--- config.mk ---
export PLATFORM = sky130hd
export DESIGN_NAME = pee_host
export DESIGN_NICKNAME = d
export VERILOG_FILES = /design/src/pee_host.v /design/src/pee_timer.v
export VERILOG_INCLUDE_DIRS = /design/src /design/src/src
export SDC_FILE = /design/constraint.sdc
export NUM_CORES = 1
export LEC_CHECK = 0
export BUFFER_PORTS_ARGS = -buffer_cell sky130_fd_sc_hd__buf_2
export CORE_ASPECT_RATIO = 1.1
export CORE_MARGIN = 2
export CORE_UTILIZATION = 40
export CTS_CLUSTER_DIAMETER = 200
export DETAILED_ROUTE_END_ITERATION = 10
export GPL_ROUTABILITY_DRIVEN = 0
export SETUP_SLACK_MARGIN = 0.02
export SLEW_MARGIN = 15
export SYNTH_ARGS = -nofsm -noshare
export SYNTH_HDL_FRONTEND = slang
export SYNTH_HIERARCHICAL = 1
export SYNTH_SLANG_ARGS = --single-unit
--- constraint.sdc ---
create_clock -name clk -period 2.6 [get_ports clk]
set_clock_uncertainty 0.2 [all_clocks]
set_input_delay 0.26 -clock clk [delete_from_list [all_inputs] [get_ports clk]]
set_output_delay 0.26 -clock clk [all_outputs]
set_load 0.05 [all_outputs]
--- src/pee_consts.vh ---
// How it works
// - Host writes with chip select low, output gate high, one write strobe pulse.
// - Host writes every byte the user sends; the user keeps each page burst to one to 64 bytes.
// - Host loads each next byte well within 100 us of the previous one.
// - Host passes page select bits from each request; the user keeps them fixed within one burst.
// - Host sends the three unlock writes before every write burst.
// - Host drives the id area select pin during id area accesses.
`ifndef PEE_CONSTS_VH
`define PEE_CONSTS_VH
`define PEE_CLK_NS 10
`define PEE_PROG_TIME_NS 10000000
`define PEE_PROG_CYC ((`PEE_PROG_TIME_NS) / (`PEE_CLK_NS))
`define PEE_LOAD_WIN_NS 100000
`define PEE_LOAD_WIN_CYC ((`PEE_LOAD_WIN_NS) / (`PEE_CLK_NS))
`define PEE_LOAD_GUARD_CYC ((`PEE_LOAD_WIN_CYC) / 2)
`define PEE_STROBE_NS 200
`define PEE_STROBE_CYC (((`PEE_STROBE_NS) + (`PEE_CLK_NS) - 1) / (`PEE_CLK_NS))
`define PEE_ACC_NS 200
`define PEE_ACC_CYC (((`PEE_ACC_NS) + (`PEE_CLK_NS) - 1) / (`PEE_CLK_NS))
`define PEE_HOLD_NS 100
`define PEE_HOLD_CYC (((`PEE_HOLD_NS) + (`PEE_CLK_NS) - 1) / (`PEE_CLK_NS))
`define PEE_BIT_POLL 7
`define PEE_BIT_TOGGLE 6
`define PEE_ID_BASE 13'h1FC0
`endif

--- src/pee_host.v ---
`timescale 1ns/10ps
`include "pee_consts.vh"
module pee_host #(
	parameter PROG_CYC   = `PEE_PROG_CYC,
	parameter POWER_CYC  = `PEE_PROG_CYC,
	parameter [12:0] UNLOCK_A0 = 13'h1555,
	parameter [12:0] UNLOCK_A1 = 13'h0AAA,
	parameter [12:0] UNLOCK_A2 = 13'h1555,
	parameter [7:0]  UNLOCK_D0 = 8'hAA,
	parameter [7:0]  UNLOCK_D1 = 8'h55,
	parameter [7:0]  UNLOCK_D2 = 8'hA0
) (
	input  wire        clk,
	input  wire        rst_n,
	input  wire        reqValid,
	input  wire        reqWrite,
	input  wire        reqLast,
	input  wire        reqId,
	input  wire [12:0] reqAddr,
	input  wire [7:0]  reqData,
	output wire        reqReady,
	output reg         rspValid,
	output reg  [7:0]  rspData,
	output reg         rspTimeout,
	output reg         chipSel_n,
	output reg         outGate_n,
	output reg         writeStrobe_n,
	output reg  [12:0] addressLines,
	output reg         idAreaSelectPin,
	input  wire [7:0]  dataLinesIn,
	output reg  [7:0]  dataLinesOut,
	output reg         dataLinesOe
);
	// ----------------------------------------
	// States.
	// ----------------------------------------
	localparam [3:0] ST_POWER = 4'h0, ST_IDLE = 4'h1, ST_RD = 4'h2, ST_WSET = 4'h3, ST_WLOW = 4'h4,
		ST_WHOLD = 4'h5, ST_WNEXT = 4'h6, ST_POLL = 4'h7, ST_PGAP = 4'h8;
	localparam TW = 20;
	localparam ACC_CYC    = `PEE_ACC_CYC;
	localparam STROBE_CYC = `PEE_STROBE_CYC;
	localparam HOLD_CYC   = `PEE_HOLD_CYC;
	// Half the byte window leaves room for the next strobe to land inside it.
	localparam GUARD_CYC  = `PEE_LOAD_GUARD_CYC;
	reg  [3:0]    state;
	reg  [1:0]    unlockIdx;
	reg           inUnlock;
	reg           isLast;
	reg  [7:0]    lastData;
	reg  [7:0]    prevPoll;
	reg           havePrev;
	reg  [12:0]   userAddr;
	reg           tLoad;
	reg  [TW-1:0] tValue;
	wire          tDone;
	wire [12:0]   uAddr = (unlockIdx == 2'd0) ? UNLOCK_A0 : (unlockIdx == 2'd1) ? UNLOCK_A1 : UNLOCK_A2;
	wire [7:0]    uData = (unlockIdx == 2'd0) ? UNLOCK_D0 : (unlockIdx == 2'd1) ? UNLOCK_D1 : UNLOCK_D2;
	// A new burst may begin only from idle; a running burst takes bytes in WNEXT.
	assign reqReady = (state == ST_IDLE) || (state == ST_WNEXT && !inUnlock);
	pee_timer #(.W(TW)) u_timer (
		.clk   (clk),
		.rst_n (rst_n),
		.load  (tLoad),
		.value (tValue),
		.done  (tDone)
	);
	// ----------------------------------------
	// Sequencer.
	// ----------------------------------------
	always @(posedge clk or negedge rst_n) begin
		if (!rst_n) begin
			state <= ST_POWER;
			unlockIdx <= 2'd0;
			inUnlock <= 1'b0;
			isLast <= 1'b0;
			lastData <= 8'h00;
			prevPoll <= 8'h00;
			havePrev <= 1'b0;
			userAddr <= 13'h0000;
			tLoad <= 1'b1;
			tValue <= POWER_CYC[TW-1:0];
			rspValid <= 1'b0;
			rspData <= 8'h00;
			rspTimeout <= 1'b0;
			chipSel_n <= 1'b1;
			outGate_n <= 1'b1;
			writeStrobe_n <= 1'b1;
			addressLines <= 13'h0000;
			idAreaSelectPin <= 1'b0;
			dataLinesOut <= 8'h00;
			dataLinesOe <= 1'b0;
		end else begin
			tLoad <= 1'b0;
			rspValid <= 1'b0;
			rspTimeout <= 1'b0;
			case (state)
				ST_POWER: begin
					if (tDone && !tLoad)
						state <= ST_IDLE;
				end
				ST_IDLE: begin
					if (reqValid) begin
						idAreaSelectPin <= reqId;
						if (reqWrite) begin
							inUnlock <= 1'b1;
							unlockIdx <= 2'd0;
							addressLines <= UNLOCK_A0;
							dataLinesOut <= UNLOCK_D0;
							lastData <= reqData;
							isLast <= reqLast;
							// The user may move on once taken, so the first address is kept here.
							userAddr <= reqId ? (`PEE_ID_BASE | reqAddr) : reqAddr;
							outGate_n <= 1'b1;
							chipSel_n <= 1'b0;
							dataLinesOe <= 1'b1;
							state <= ST_WSET;
						end else begin
							addressLines <= reqId ? (`PEE_ID_BASE | reqAddr) : reqAddr;
							dataLinesOe <= 1'b0;
							chipSel_n <= 1'b0;
							outGate_n <= 1'b0;
							tLoad <= 1'b1;
							tValue <= ACC_CYC[TW-1:0];
							state <= ST_RD;
						end
					end
				end
				ST_RD: begin
					if (tDone && !tLoad) begin
						rspValid <= 1'b1;
						rspData <= dataLinesIn;
						chipSel_n <= 1'b1;
						outGate_n <= 1'b1;
						state <= ST_IDLE;
					end
				end
				ST_WSET: begin
					writeStrobe_n <= 1'b0;
					tLoad <= 1'b1;
					tValue <= STROBE_CYC[TW-1:0];
					state <= ST_WLOW;
				end
				ST_WLOW: begin
					if (tDone && !tLoad) begin
						writeStrobe_n <= 1'b1;
						tLoad <= 1'b1;
						tValue <= HOLD_CYC[TW-1:0];
						state <= ST_WHOLD;
					end
				end
				ST_WHOLD: begin
					if (tDone && !tLoad) begin
						if (inUnlock && unlockIdx != 2'd2) begin
							unlockIdx <= unlockIdx + 2'd1;
							state <= ST_WNEXT;
						end else if (inUnlock) begin
							inUnlock <= 1'b0;
							addressLines <= userAddr;
							dataLinesOut <= lastData;
							state <= ST_WSET;
						end else if (isLast) begin
							dataLinesOe <= 1'b0;
							havePrev <= 1'b0;
							tLoad <= 1'b1;
							tValue <= PROG_CYC[TW-1:0];
							state <= ST_PGAP;
						end else begin
							tLoad <= 1'b1;
							tValue <= GUARD_CYC[TW-1:0];
							state <= ST_WNEXT;
						end
					end
				end
				ST_WNEXT: begin
					if (inUnlock) begin
						addressLines <= uAddr;
						dataLinesOut <= uData;
						state <= ST_WSET;
					end else if (reqValid && reqWrite) begin
						// Page bits follow the user; the user must keep them fixed.
						addressLines <= reqId ? (`PEE_ID_BASE | reqAddr) : reqAddr;
						dataLinesOut <= reqData;
						lastData <= reqData;
						isLast <= reqLast;
						state <= ST_WSET;
					end else if (tDone && !tLoad) begin
						// A stalled user must not let the device close the page unseen.
						dataLinesOe <= 1'b0;
						havePrev <= 1'b0;
						tLoad <= 1'b1;
						tValue <= PROG_CYC[TW-1:0];
						state <= ST_PGAP;
					end
				end
				ST_PGAP: begin
					// Reads into the array during programming are polls of the last byte.
					chipSel_n <= 1'b0;
					outGate_n <= 1'b0;
					state <= ST_POLL;
				end
				ST_POLL: begin
					if (!outGate_n && tDone && !tLoad) begin
						// Poll window expired without a stable answer.
						rspTimeout <= 1'b1;
						chipSel_n <= 1'b1;
						outGate_n <= 1'b1;
						state <= ST_IDLE;
					end else if (!outGate_n) begin
						prevPoll <= dataLinesIn;
						havePrev <= 1'b1;
						chipSel_n <= 1'b1;
						outGate_n <= 1'b1;
						if (havePrev && dataLinesIn[`PEE_BIT_POLL] == lastData[`PEE_BIT_POLL]
							&& dataLinesIn[`PEE_BIT_TOGGLE] == prevPoll[`PEE_BIT_TOGGLE]) begin
							rspValid <= 1'b1;
							rspData <= dataLinesIn;
							state <= ST_IDLE;
						end
					end else
						state <= ST_PGAP;
				end
				default: state <= ST_IDLE;
			endcase
		end
	end
endmodule

--- src/pee_timer.v ---
`timescale 1ns/10ps
// ----------------------------------------
// Down counter used for the power-up wait and the access, strobe, hold, guard and poll phases.
// ----------------------------------------
module pee_timer #(
	parameter W = 20
) (
	input  wire         clk,
	input  wire         rst_n,
	input  wire         load,
	input  wire [W-1:0] value,
	output reg          done
);
	reg [W-1:0] count;
	always @(posedge clk or negedge rst_n) begin
		if (!rst_n) begin
			count <= {W{1'b0}};
			done <= 1'b1;
		end else if (load) begin
			count <= value;
			done <= (value == {W{1'b0}});
		end else if (count != {W{1'b0}}) begin
			count <= count - {{(W-1){1'b0}}, 1'b1};
			done <= (count == {{(W-1){1'b0}}, 1'b1});
		end
	end
endmodule
* After elaboration in Yosys (flattened, before gate mapping)
Cells that the tools add are included.
Word-level totals: register bits after elaboration 115, input port bits 35, output and inout bits 37
Operators by class: add/sub/neg operators 2, equal/unequal tests 36, mux-type cells 109, bitwise operators 2, reductions and logical operators 42
Operators by type and width (count):
- $mux 20 | 12
- $mux 13 | 10
- $mux 8 | 16
- $pmux 20 s5 | 1
- $mux 4 | 13
- $pmux 13 s3 | 1
- $mux 1 | 38
- $ne 2x2->1 const B | 17
- $pmux 4 s8 | 1
- $pmux 8 s2 | 2
- $pmux 8 s3 | 1
- $eq 20x1->1 const B | 1
- $logic_not 20->1 | 1
- $reduce_and 10->1 | 2
- $reduce_and 5->1 | 4
- $reduce_bool 20->1 | 1
- $sub 20x1->20 const B | 1
- $eq 4x3->1 const B | 4
- $reduce_and 6->1 | 2
- $reduce_bool 2->1 | 5
- $reduce_and 3->1 | 3
- $reduce_and 9->1 | 1
- $eq 4x2->1 const B | 2
- $logic_and 1x1->1 | 8
- other kinds (28) | 44

* Logic depth before layout (Yosys ltp)
Gate-level depths: netlist of run 1.
depth in word-level cells 7, gate-level depth with buffers 8

* Modules after synthesis
The synthesis of run 1 kept the hierarchy.
Modules (own cells, without submodules):
- pee_host | times used 1, cells each 379, area each 3945.0 um2, seq. area each 1859.3 um2
- pee_timer | times used 1, cells each 149, area each 1393.8 um2, seq. area each 526.8 um2

* Worst setup path after synthesis of run 1
Ideal clock, no wire load.
kind reg-to-reg, from reg, netlist name unlockIdx[0], to reg userAddr[5], arrival 2.227 ns, data required time 2.275 ns, slack 0.047 ns, cell stages (with the launch flop) 9, path buffers 1, path through dfrtp_1 inv_1 ha_1 nor2b_4 a21o_1 a221o_1 nor4_4 buf_6 mux2_4
RTL lines:
- to (signal assigned) | RTL line pee_host.v:112 | userAddr <= reqId ? (`PEE_ID_BASE | reqAddr) : reqAddr;
- to (decl) | RTL line pee_host.v:52 | reg [12:0] userAddr;

* Worst setup path in the final report of run 1
from reg state[2], to reg userAddr[1]
On the way: word-level cells in the longest chain between the ends 2
RTL lines:
- from (decl) | RTL line pee_host.v:45 | reg [3:0] state;
- from (signal assigned) | RTL line pee_host.v:72 | state <= ST_POWER;
- from (signal assigned) | RTL line pee_host.v:99 | state <= ST_IDLE;
- from (signal assigned) | RTL line pee_host.v:116 | state <= ST_WSET;
- $eq 4x1->1 | RTL line pee_host.v:96 | case (state)
- $reduce_and 3->1 (no source line)
No other way between the ends. A chain may end at the register's enable or synchronous reset.

==> impl_metrics.tcl, run 1 <==
set metrics [dict create \
    status "complete, no violations" \
    worst_pin_slew_ns 0.6671 \
    cts_buffers 9 \
    core_area_um2 13100 \
    final.setup.tns_ns 0 \
    critPathLaunch "state[2]" \
    dpl.cell_count 783 \
    drive_gt1_share_pct 30.68 \
    globalRouteTotalUtil_pct 19.68 \
    setup_viol 0 \
    hpwl_um 9463 \
    path_depth 7 \
    drt_wl_total_um 13220 \
    synth_warnings 6 \
    ys.flop_type "dfrtp_1" \
    hold_depth 3 \
    leakage_nw 2.957 \
    final-seq-area_um2 2387 \
    p_switching_mw 3.531 \
    io_pins 72 \
    grt_first_pass_wirelength_um 22460 \
    finalHoldViolations 0 \
    timing.final.crit_share_pct 93.34 \
    start_util_pct 40.75 \
    synth.distinct_cells 71 \
    power_density_nw_per_um2 1209 \
    drc 0 \
    crit_arrival_ns 2.46 \
    fillers 1225 \
    cap_viol_max_count 0 \
    nets 702 \
    endpoint_kind "flip-flop" \
    syn_area_um2 5339 \
    fin_crit_ns 2.427 \
    worstPathMaxFanout 15 \
    drt_iter0_drc 338 \
    dieArea_um2 14290 \
    clk_pin_slew_worst_paths_ns 0.07 \
    route.detailed.vias_per_inst 5.524 \
    drt-pass1-iter-count 4 \
    rsz0062_at_grt "no" \
    synth_edf_count 0 \
    pwr-share-seq_pct 31.9 \
    clockRootBuffer "clkbuf_16" \
    cts.path.max_buffers 2 \
    cts_tree "yes" \
    die_x_um 114.2 \
    synth_top_area_share_pct 41.25 \
    timing.critical_path.cells "nor2b_1 -> nand2_1 -> o21ai_0 -> buf_4 -> nor4_4 -> buf_12 -> mux2_2" \
    crit_required_ns 2.63 \
    ys_ff_latch 95 \
    critPathTopFamily "simple AND/OR/NAND/NOR gates" \
    synth_top_area_cell "dfrtp_1" \
    antenna_found_initial 0 \
    multi_input_area_um2 2741 \
    diodes 0 \
    clk_latency_ns 0.35 \
    cp-start-kind "flip-flop" \
    p_sw_share_pct 43.64 \
    crit_path_max_incr_delay_ns 0.47 \
    ys_top_cells_by_count "88 x dfrtp_1, 51 x mux2_2, 47 x nor2_1" \
    area_growth_pct 25.36 \
    slew_viol_final 0 \
    postSynthAreaPerCell_um2 10.11 \
    min-delay-start "reqAddr[9]" \
    postRouteAntennaNets 0 \
    synth_most_common_cell "dfrtp_1" \
    holdCritPathClass "in2reg" \
    grt_overflow_total 0 \
    row_count 44 \
    synthTopCellsByArea "dfrtp_1 41%, mux2_2 11%, o21ai_0 4.2%, dfstp_2 3.4%, nor2_1 3.3%" \
    fmax_mhz 412.1 \
    reg2reg_from "state[2]" \
    synth_seq_area_share_pct 44.69 \
    grt_max_degree 56 \
    p_int_mw 4.562 \
    die_y_um 125.2 \
    worstSetupPathType "reg2reg" \
    peakVddDrop_v 0.0006901 \
    htree_num_levels 3 \
    cts_sinks 95 \
    dr_total_vias 4563 \
    synthCells 528 \
    fin_cells 826 \
    slew_headroom_pct 54.38 \
    clockPowerShare_pct 16.2 \
    synthArstFlopShare_pct 100.0 \
    crit_path_top_delay_cell "dfrtp_1" \
    wl_per_cell_um 16.01 \
    port_buffers 71 \
    p_comb_share_pct 51.9 \
    r2r_cells 7 \
    crit_buf_inv 2 \
    grt_pass1_vias 4620 \
]
==> logic make-up after synthesis <==
family                   count (synthesis)  share of synthesized area (%)
AO/OA/AOI/OAI                          125                          15.42
buffers and inverters                   56                          4.734
multiplexers                            65                          13.48
other                                    1                        0.07024
adder cells (fa/ha/maj)                  7                          1.640
AND/OR/NAND/NOR                        166                          17.83
flip-flops                              95                          44.69
XOR/XNOR                                13                          2.133
==> power by group through the flow <==
stage	Combinational (mW)	Sequential, mW	Clock (mW)
6_report	4.20	2.59	1.31
3_5_place_dp	4.18	2.60	0
3_3_place_gp	4.09	2.58	0
2_1_floorplan	2.44	3.18	0
4_1_cts	4.23	2.58	1.36
5_1_grt	4.61	2.67	1.41
==> worst min-delay path, cell delays in order <==
cell and delay [ns]:
buf_2 0.07, nor2_1 0.04, mux2i_1 0.14
==> area by class of cell <==
| cell class | count | area share (%) |
|---|---|---|
| clock buffers | 11 | 3.477 |
| clock inverters | 5 | 0.8787 |
| inverters | 28 | 1.570 |
| multi-input cells | 388 | 40.96 |
| flip-flops and latches | 95 | 35.67 |
| well taps | 161 | 3.010 |
| repair buffers | 138 | 14.43 |
==> layer usage <==
metal	track usage [%]	up-vias	wire (µm)
met4	10.26	0	425
met2	31.93	126	6581
met3	3.684	31	584
met5	0	-	0
li1	-	2163	-
met1	24.90	2243	5630
==> metrics by stage <==
step | hold slack, ns | power (mW) | utilization [%] | worst slack [ns] | cell area [µm²]
6_report | 0.02816 | 8.093 | 51.08 | 0.1733 | 6693
5_1_grt | 0.02783 | 8.686 | 51.08 | 0.04745 | 6693
4_1_cts | 0.007361 | 8.163 | 51.07 | 0.08144 | 6691
3_5_place_dp | -0.03979 | 6.780 | 46.78 | 0.09625 | 6130
3_3_place_gp | -0.04580 | 6.673 | 46.78 | 0.1632 | 6130
2_1_floorplan | -0.2356 | 5.623 | - | 0.04750 | 5380
==> state kept, by name, indices dropped and copies added (netlist names), 2 cells and up <==
name,cells
dataLinesOut,8
rspData,8
u_timer/count,20
unlockIdx,2
addressLines,13
userAddr,13
tValue,6
lastData,8
state,4
==> worst paths after layout <==
kind,endpoint,slack (ns)
max in group asynchronous,chipSel_n,1.43
worst min-delay path,userAddr[9],0.03
worst min register to register,writeStrobe_n,0.28
worst max-delay path,userAddr[1],0.17
worst max register to register,userAddr[1],0.17
min in group asynchronous,rspData[2],0.13
==> placed cells by master, fill, tap and decap left out, types with 6 or more instances in the layout <==
master | synthesis | layout
o211ai_1 | 8 | 8
a21o_1 | 6 | 6
nor4_1 | 7 | 7
nand2_1 | 33 | 33
a21oi_1 | 20 | 20
mux2_2 | 51 | 51
nor2_1 | 47 | 47
inv_1 | 28 | 28
buf_2 | 7 | 70
o21ai_0 | 45 | 45
nor2b_1 | 6 | 6
clkbuf_16 | 0 | 9
ha_1 | 7 | 7
conb_1 | 1 | 12
dlygate4sd3_1 | 0 | 27
xnor2_1 | 8 | 8
mux2i_1 | 13 | 13
a211oi_1 | 6 | 6
nor3_1 | 13 | 13
dfstp_2 | 7 | 7
buf_4 | 1 | 38
dfrtp_1 | 88 | 87
==> timing repair <==
action                     4_1_cts  5_1_grt
buffers inserted                 0        0
setup endpoints to repair        0        6
resized for setup                0        1
hold endpoints to repair       119        0
hold buffers                    27        0
Power figures use the tool's default switching activity.
==> inputs of run 2 (changes only) <==
CTS_BUF_LIST = sky130_fd_sc_hd__clkbuf_16   (was default)
==> run 2 against run 1 <==
Against the previous run: sequential power about the same; global-route usage about the same; clock power about the same; maximum frequency down 0.31%; die area unchanged; critical path type unchanged; first-iteration DRC count up 3.0%; worst hold slack worse by 0.0032 ns; flip-flop and latch count unchanged; core utilization unchanged; cell area unchanged; largest cell class unchanged.
==> impl_metrics.tcl, run 2 (synthesized netlist as in run 1, its figures left out) <==
set metrics [dict create \
    drc 0 \
    worst_pin_slew_ns 0.6713 \
    final_common_cell "dfrtp_1" \
    cts.path.max_buffers 2 \
    endpoint_kind "flip-flop" \
    fin_crit_ns 2.434 \
    top_register "u_timer/count" \
    final.setup.tns_ns 0 \
    start_util_pct 40.75 \
    cts_sinks 95 \
    critPathTopFamily "simple AND/OR/NAND/NOR gates" \
    timing.critical_path.cells "nor2b_1 -> nand2_1 -> o21ai_0 -> buf_4 -> nor4_4 -> buf_12 -> mux2_2" \
    die_y_um 125.2 \
    timing.final.crit_share_pct 93.63 \
    worstSetupPathType "reg2reg" \
    grt_first_pass_wirelength_um 22450 \
    leakage_nw 2.965 \
    worstPathMaxFanout 15 \
    postRouteAntennaNets 0 \
    dieArea_um2 14290 \
    row_count 44 \
    clk_pin_slew_worst_paths_ns 0.07 \
    io_pins 72 \
    crit_required_ns 2.64 \
    core_area_um2 13100 \
    die_x_um 114.2 \
    cp-start-kind "flip-flop" \
    fin_util_pct 51.08 \
    hold_depth 3 \
    drive_gt1_share_pct 30.68 \
    power_density_nw_per_um2 1208 \
    status "complete, no violations" \
    layout_setup_ws_ns 0.1657 \
    r2r_cells 7 \
    largest_reg_flops 20 \
    cap_viol_max_count 0 \
    fillers 1225 \
    top_regs "u_timer/count: 20 flops, addressLines: 13 flops, userAddr: 13 flops" \
    rsz0062_at_grt "no" \
    pre_cts_ws_ns 0.09625 \
    drt-pass1-iter-count 4 \
    diodes 0 \
    antenna_found_initial 0 \
    fmax_mhz 410.8 \
    post_cts_buffers 0 \
    grt_max_degree 56 \
    globalRouteTotalUtil_pct 19.67 \
    slew_headroom_pct 54.09 \
    port_buffers 71 \
    wl_per_cell_um 16.06 \
    cts_buffers 9 \
    clockRootBuffer "clkbuf_16" \
    dr_total_vias 4577 \
    route.detailed.vias_per_inst 5.541 \
    crit_buf_inv 2 \
    layout_common_cells "87 x dfrtp_1, 70 x buf_2, 51 x mux2_2, 47 x nor2_1, 45 x o21ai_0" \
    holdCritPathClass "in2reg" \
    htree_num_levels 3 \
    hpwl_um 9463 \
    path_depth 7 \
    clk_latency_ns 0.35 \
    peakVddDrop_v 0.0006899 \
    finalHoldViolations 0 \
    setup_viol 0 \
    crit_path_max_incr_delay_ns 0.47 \
    slew_viol_final 0 \
    crit_path_top_delay_cell "dfrtp_1" \
    area_growth_pct 25.36 \
    drt_iter0_drc 348 \
    grt_pass1_vias 4621 \
    nets 702 \
    cts_tree "yes" \
    crit_arrival_ns 2.47 \
    drt_wl_total_um 13270 \
    grt_overflow_total 0 \
]
run 2: worst min-delay path: stages:
cell and delay (ns):
buf_2 0.10, nor2_1 0.04, mux2i_1 0.12
run 2: per-stage QoR:
step / cells / area [µm²] / hold WS (ns) / power, mW
floorplan: 539 / 5380 / -0.2356 / 5.623
global route: 826 / 6693 / 0.02755 / 8.677
global placement: 783 / 6130 / -0.04580 / 6.673
detailed placement: 783 / 6130 / -0.03979 / 6.780
finish: 826 / 6693 / 0.02496 / 8.088
CTS: 826 / 6691 / 0.007183 / 8.155
run 2: worst paths after layout:
check / to / startpoint / slack [ns]
worst min-delay path: userAddr[10] / reqAddr[10] / 0.02
worst max register to register: userAddr[1] / state[2] / 0.17
max in group asynchronous: chipSel_n / rst_n / 1.43
min in group asynchronous: rspData[2] / rst_n / 0.13
worst min register to register: writeStrobe_n / writeStrobe_n / 0.28
worst max-delay path: userAddr[1] / state[2] / 0.17
run 2: final cells by class:
cell class,count,area [µm²],share of cell area (%)
sequential,95,2387,35.67
timing repair buffer,138,965.9,14.43
tap,161,201.4,3.010
inverter,28,105.1,1.570
clock buffer,9,225.2,3.365
clock inverter,7,66.31,0.9908
multi-input combinational,388,2741,40.96
run 2: metal layers:
| layer | vias up | global-route usage (%) | share of wire (%) |
|---|---|---|---|
| li1 | 2164 | - | - |
| met1 | 2262 | 24.87 | 43 |
| met2 | 126 | 31.93 | 50 |
| met3 | 25 | 3.684 | 4.3 |
| met4 | 0 | 10.26 | 2.8 |
| met5 | - | 0 | 0 |
run 2: what timing repair did:
action,CTS,global route
hold buffers,27,0
endpoints found under the setup margin,0,6
endpoints found under the hold margin,119,0
resized for setup,0,1
run 2: report_power, final:
group	switching, mW	leakage [nW]	total, mW	internal, mW
Combinational	2.49	1.69	4.20	1.71
Sequential	0.479	1.13	2.59	2.11
Clock	0.562	0.144	1.30	0.738
==> inputs of run 3 (changes only) <==
CTS_BUF_LIST = sky130_fd_sc_hd__clkbuf_4 sky130_fd_sc_hd__clkbuf_8   (was sky130_fd_sc_hd__clkbuf_16)
==> run 3 against run 2 <==
Against the previous run: non-clock buffer count grew 4; register-to-register slack is essentially flat; maximum frequency is essentially flat; routed wire length is essentially flat; core utilization shrank 0.39 points; critical endpoint unchanged.
==> impl_metrics.tcl, run 3 (synthesized netlist as in run 1, its figures left out) <==
set metrics [dict create \
    p_comb_share_pct 54.1 \
    worstPathMaxFanout 15 \
    grt_overflow_total 0 \
    core_area_um2 13100 \
    reg2reg_from "state[2]" \
    cp-start-kind "flip-flop" \
    finalHoldViolations 0 \
    nets 706 \
    final_common_cell "dfrtp_1" \
    dieArea_um2 14290 \
    p_int_mw 4.286 \
    drc 0 \
    worst_pin_slew_ns 0.6670 \
    cts_sinks 95 \
    row_count 44 \
    critPathLaunch "state[2]" \
    antenna_found_initial 0 \
    grt_pass1_vias 4657 \
    timing.final.crit_share_pct 93.69 \
    fmax_mhz 410.5 \
    diodes 0 \
    rsz0062_at_grt "no" \
    leakage_nw 2.934 \
    setup_viol 0 \
    io_pins 72 \
    crit_arrival_ns 2.50 \
    clk_latency_ns 0.38 \
    wl_per_cell_um 15.97 \
    route.detailed.vias_per_inst 5.488 \
    cts_buffers 9 \
    drt_wl_total_um 13260 \
    pwr-share-seq_pct 33.2 \
    holdCritPathClass "in2async" \
    largest_reg_flops 20 \
    crit_required_ns 2.67 \
    slew_viol_final 0 \
    clockRootBuffer "clkbuf_8" \
    drt-pass1-iter-count 4 \
    worstSetupPathType "reg2reg" \
    globalRouteTotalUtil_pct 19.65 \
    postRouteAntennaNets 0 \
    drt-met1-wl_um 5716 \
    p_switching_mw 3.497 \
    status "complete, no violations" \
    fillers 1233 \
    p_sw_share_pct 44.93 \
    final.setup.tns_ns 0 \
    clockPowerShare_pct 12.7 \
    post_cts_buffers 0 \
    layout_common_cells "87 x dfrtp_1, 69 x buf_2, 51 x mux2_2, 47 x nor2_1, 45 x o21ai_0" \
    die_y_um 125.2 \
    peakVddDrop_v 0.0006402 \
    drive_gt1_share_pct 30.79 \
    top_register "u_timer/count" \
    port_buffers 71 \
    endpoint_kind "flip-flop" \
    fin_util_pct 50.69 \
    top_regs "u_timer/count: 20 flops, addressLines: 13 flops, userAddr: 13 flops" \
    timing.critical_path.cells "nor2b_1 -> nand2_1 -> o21ai_0 -> buf_4 -> nor4_4 -> buf_12 -> mux2_2" \
    top_layer "met4" \
    crit_path_top_delay_cell "dfrtp_1" \
    area_growth_pct 24.40 \
    reg2reg_slack_ns 0.16 \
    fin_crit_ns 2.436 \
    grt_first_pass_wirelength_um 22470 \
    dpl.cell_count 783 \
    hpwl_um 9463 \
    cts_tree "yes" \
    dr_total_vias 4555 \
    clk_pin_slew_worst_paths_ns 0.10 \
    cap_viol_max_count 0 \
    slew_headroom_pct 54.38 \
    htree_num_levels 3 \
    start_util_pct 40.75 \
    dr_wl_met3_um 517 \
    drt_iter0_drc 358 \
    power_density_nw_per_um2 1172 \
    grt_max_degree 56 \
    fin_cells 830 \
    die_x_um 114.2 \
    cts.path.max_buffers 2 \
    wl_met2_um 6673 \
    crit_path_max_incr_delay_ns 0.48 \
]
## run 3: changes by cell type in the layout (fill, tap and decap cells not counted)
cell,delta
clkbuf_16,-9
clkbuf_8,+9
dlygate4sd3_1,+4
clkbuf_4,+3
inv_1,-2
buf_2,-1
## run 3: repair_timing
action / in CTS / in global routing
endpoints found under the hold margin: 123 / 0
gates resized for setup: 0 / 2
hold buffers: 31 / 0
setup endpoints to repair: 0 / 14
## run 3: power by group through the flow
stage               combinational (mW)  sequential [mW]  clock, mW
finish                            4.21             2.58      0.992
global route                      4.63             2.66       1.09
CTS                               4.23             2.58       1.04
detailed placement                4.18             2.60          0
global placement                  4.09             2.58          0
floorplan                         2.44             3.18          0
## run 3: area by class of cell
| class | instances | area (µm²) | area share (%) |
|---|---|---|---|
| clock buffer | 11 | 138.9 | 2.091 |
| clock inverter | 5 | 58.81 | 0.8855 |
| inverter | 28 | 105.1 | 1.583 |
| multi-input combinational | 388 | 2741 | 41.28 |
| sequential | 95 | 2387 | 35.95 |
| tap | 161 | 201.4 | 3.033 |
| timing repair buffer | 142 | 1008 | 15.18 |
## run 3: path summary, 6_finish.rpt
path                                  to  cells after the start
setup / recovery             userAddr[1]                      7
setup reg to reg             userAddr[1]                      7
min in group clk            userAddr[12]                      3
hold / removal                  rspValid                      2
max in group asynchronous  writeStrobe_n                      3
hold reg to reg            writeStrobe_n                      2
## run 3: per-stage QoR
step	instance area (µm²)	setup WS (ns)	total power, mW	hold WS (ns)
2_1_floorplan	5380	0.04750	5.623	-0.2356
3_3_place_gp	6130	0.1632	6.673	-0.04580
3_5_place_dp	6130	0.09625	6.780	-0.03979
4_1_cts	6638	0.07884	7.847	0.04934
5_1_grt	6641	0.02912	8.378	0.07850
6_report	6641	0.1641	7.784	0.08839
## run 3: per-layer routing
metal	global-route usage, %	vias up
met5	0	-
met3	3.539	24
met4	10.40	0
met1	24.73	2268
li1	-	2169
met2	32.04	94
## run 3: critical path, delay by kind of cell (launching register included)
kind / cells / cell delay (ns)
simple gates: 3 / 0.81
buf+inv: 2 / 0.36
flops: 1 / 0.48
mux: 1 / 0.34
compound gates: 1 / 0.12
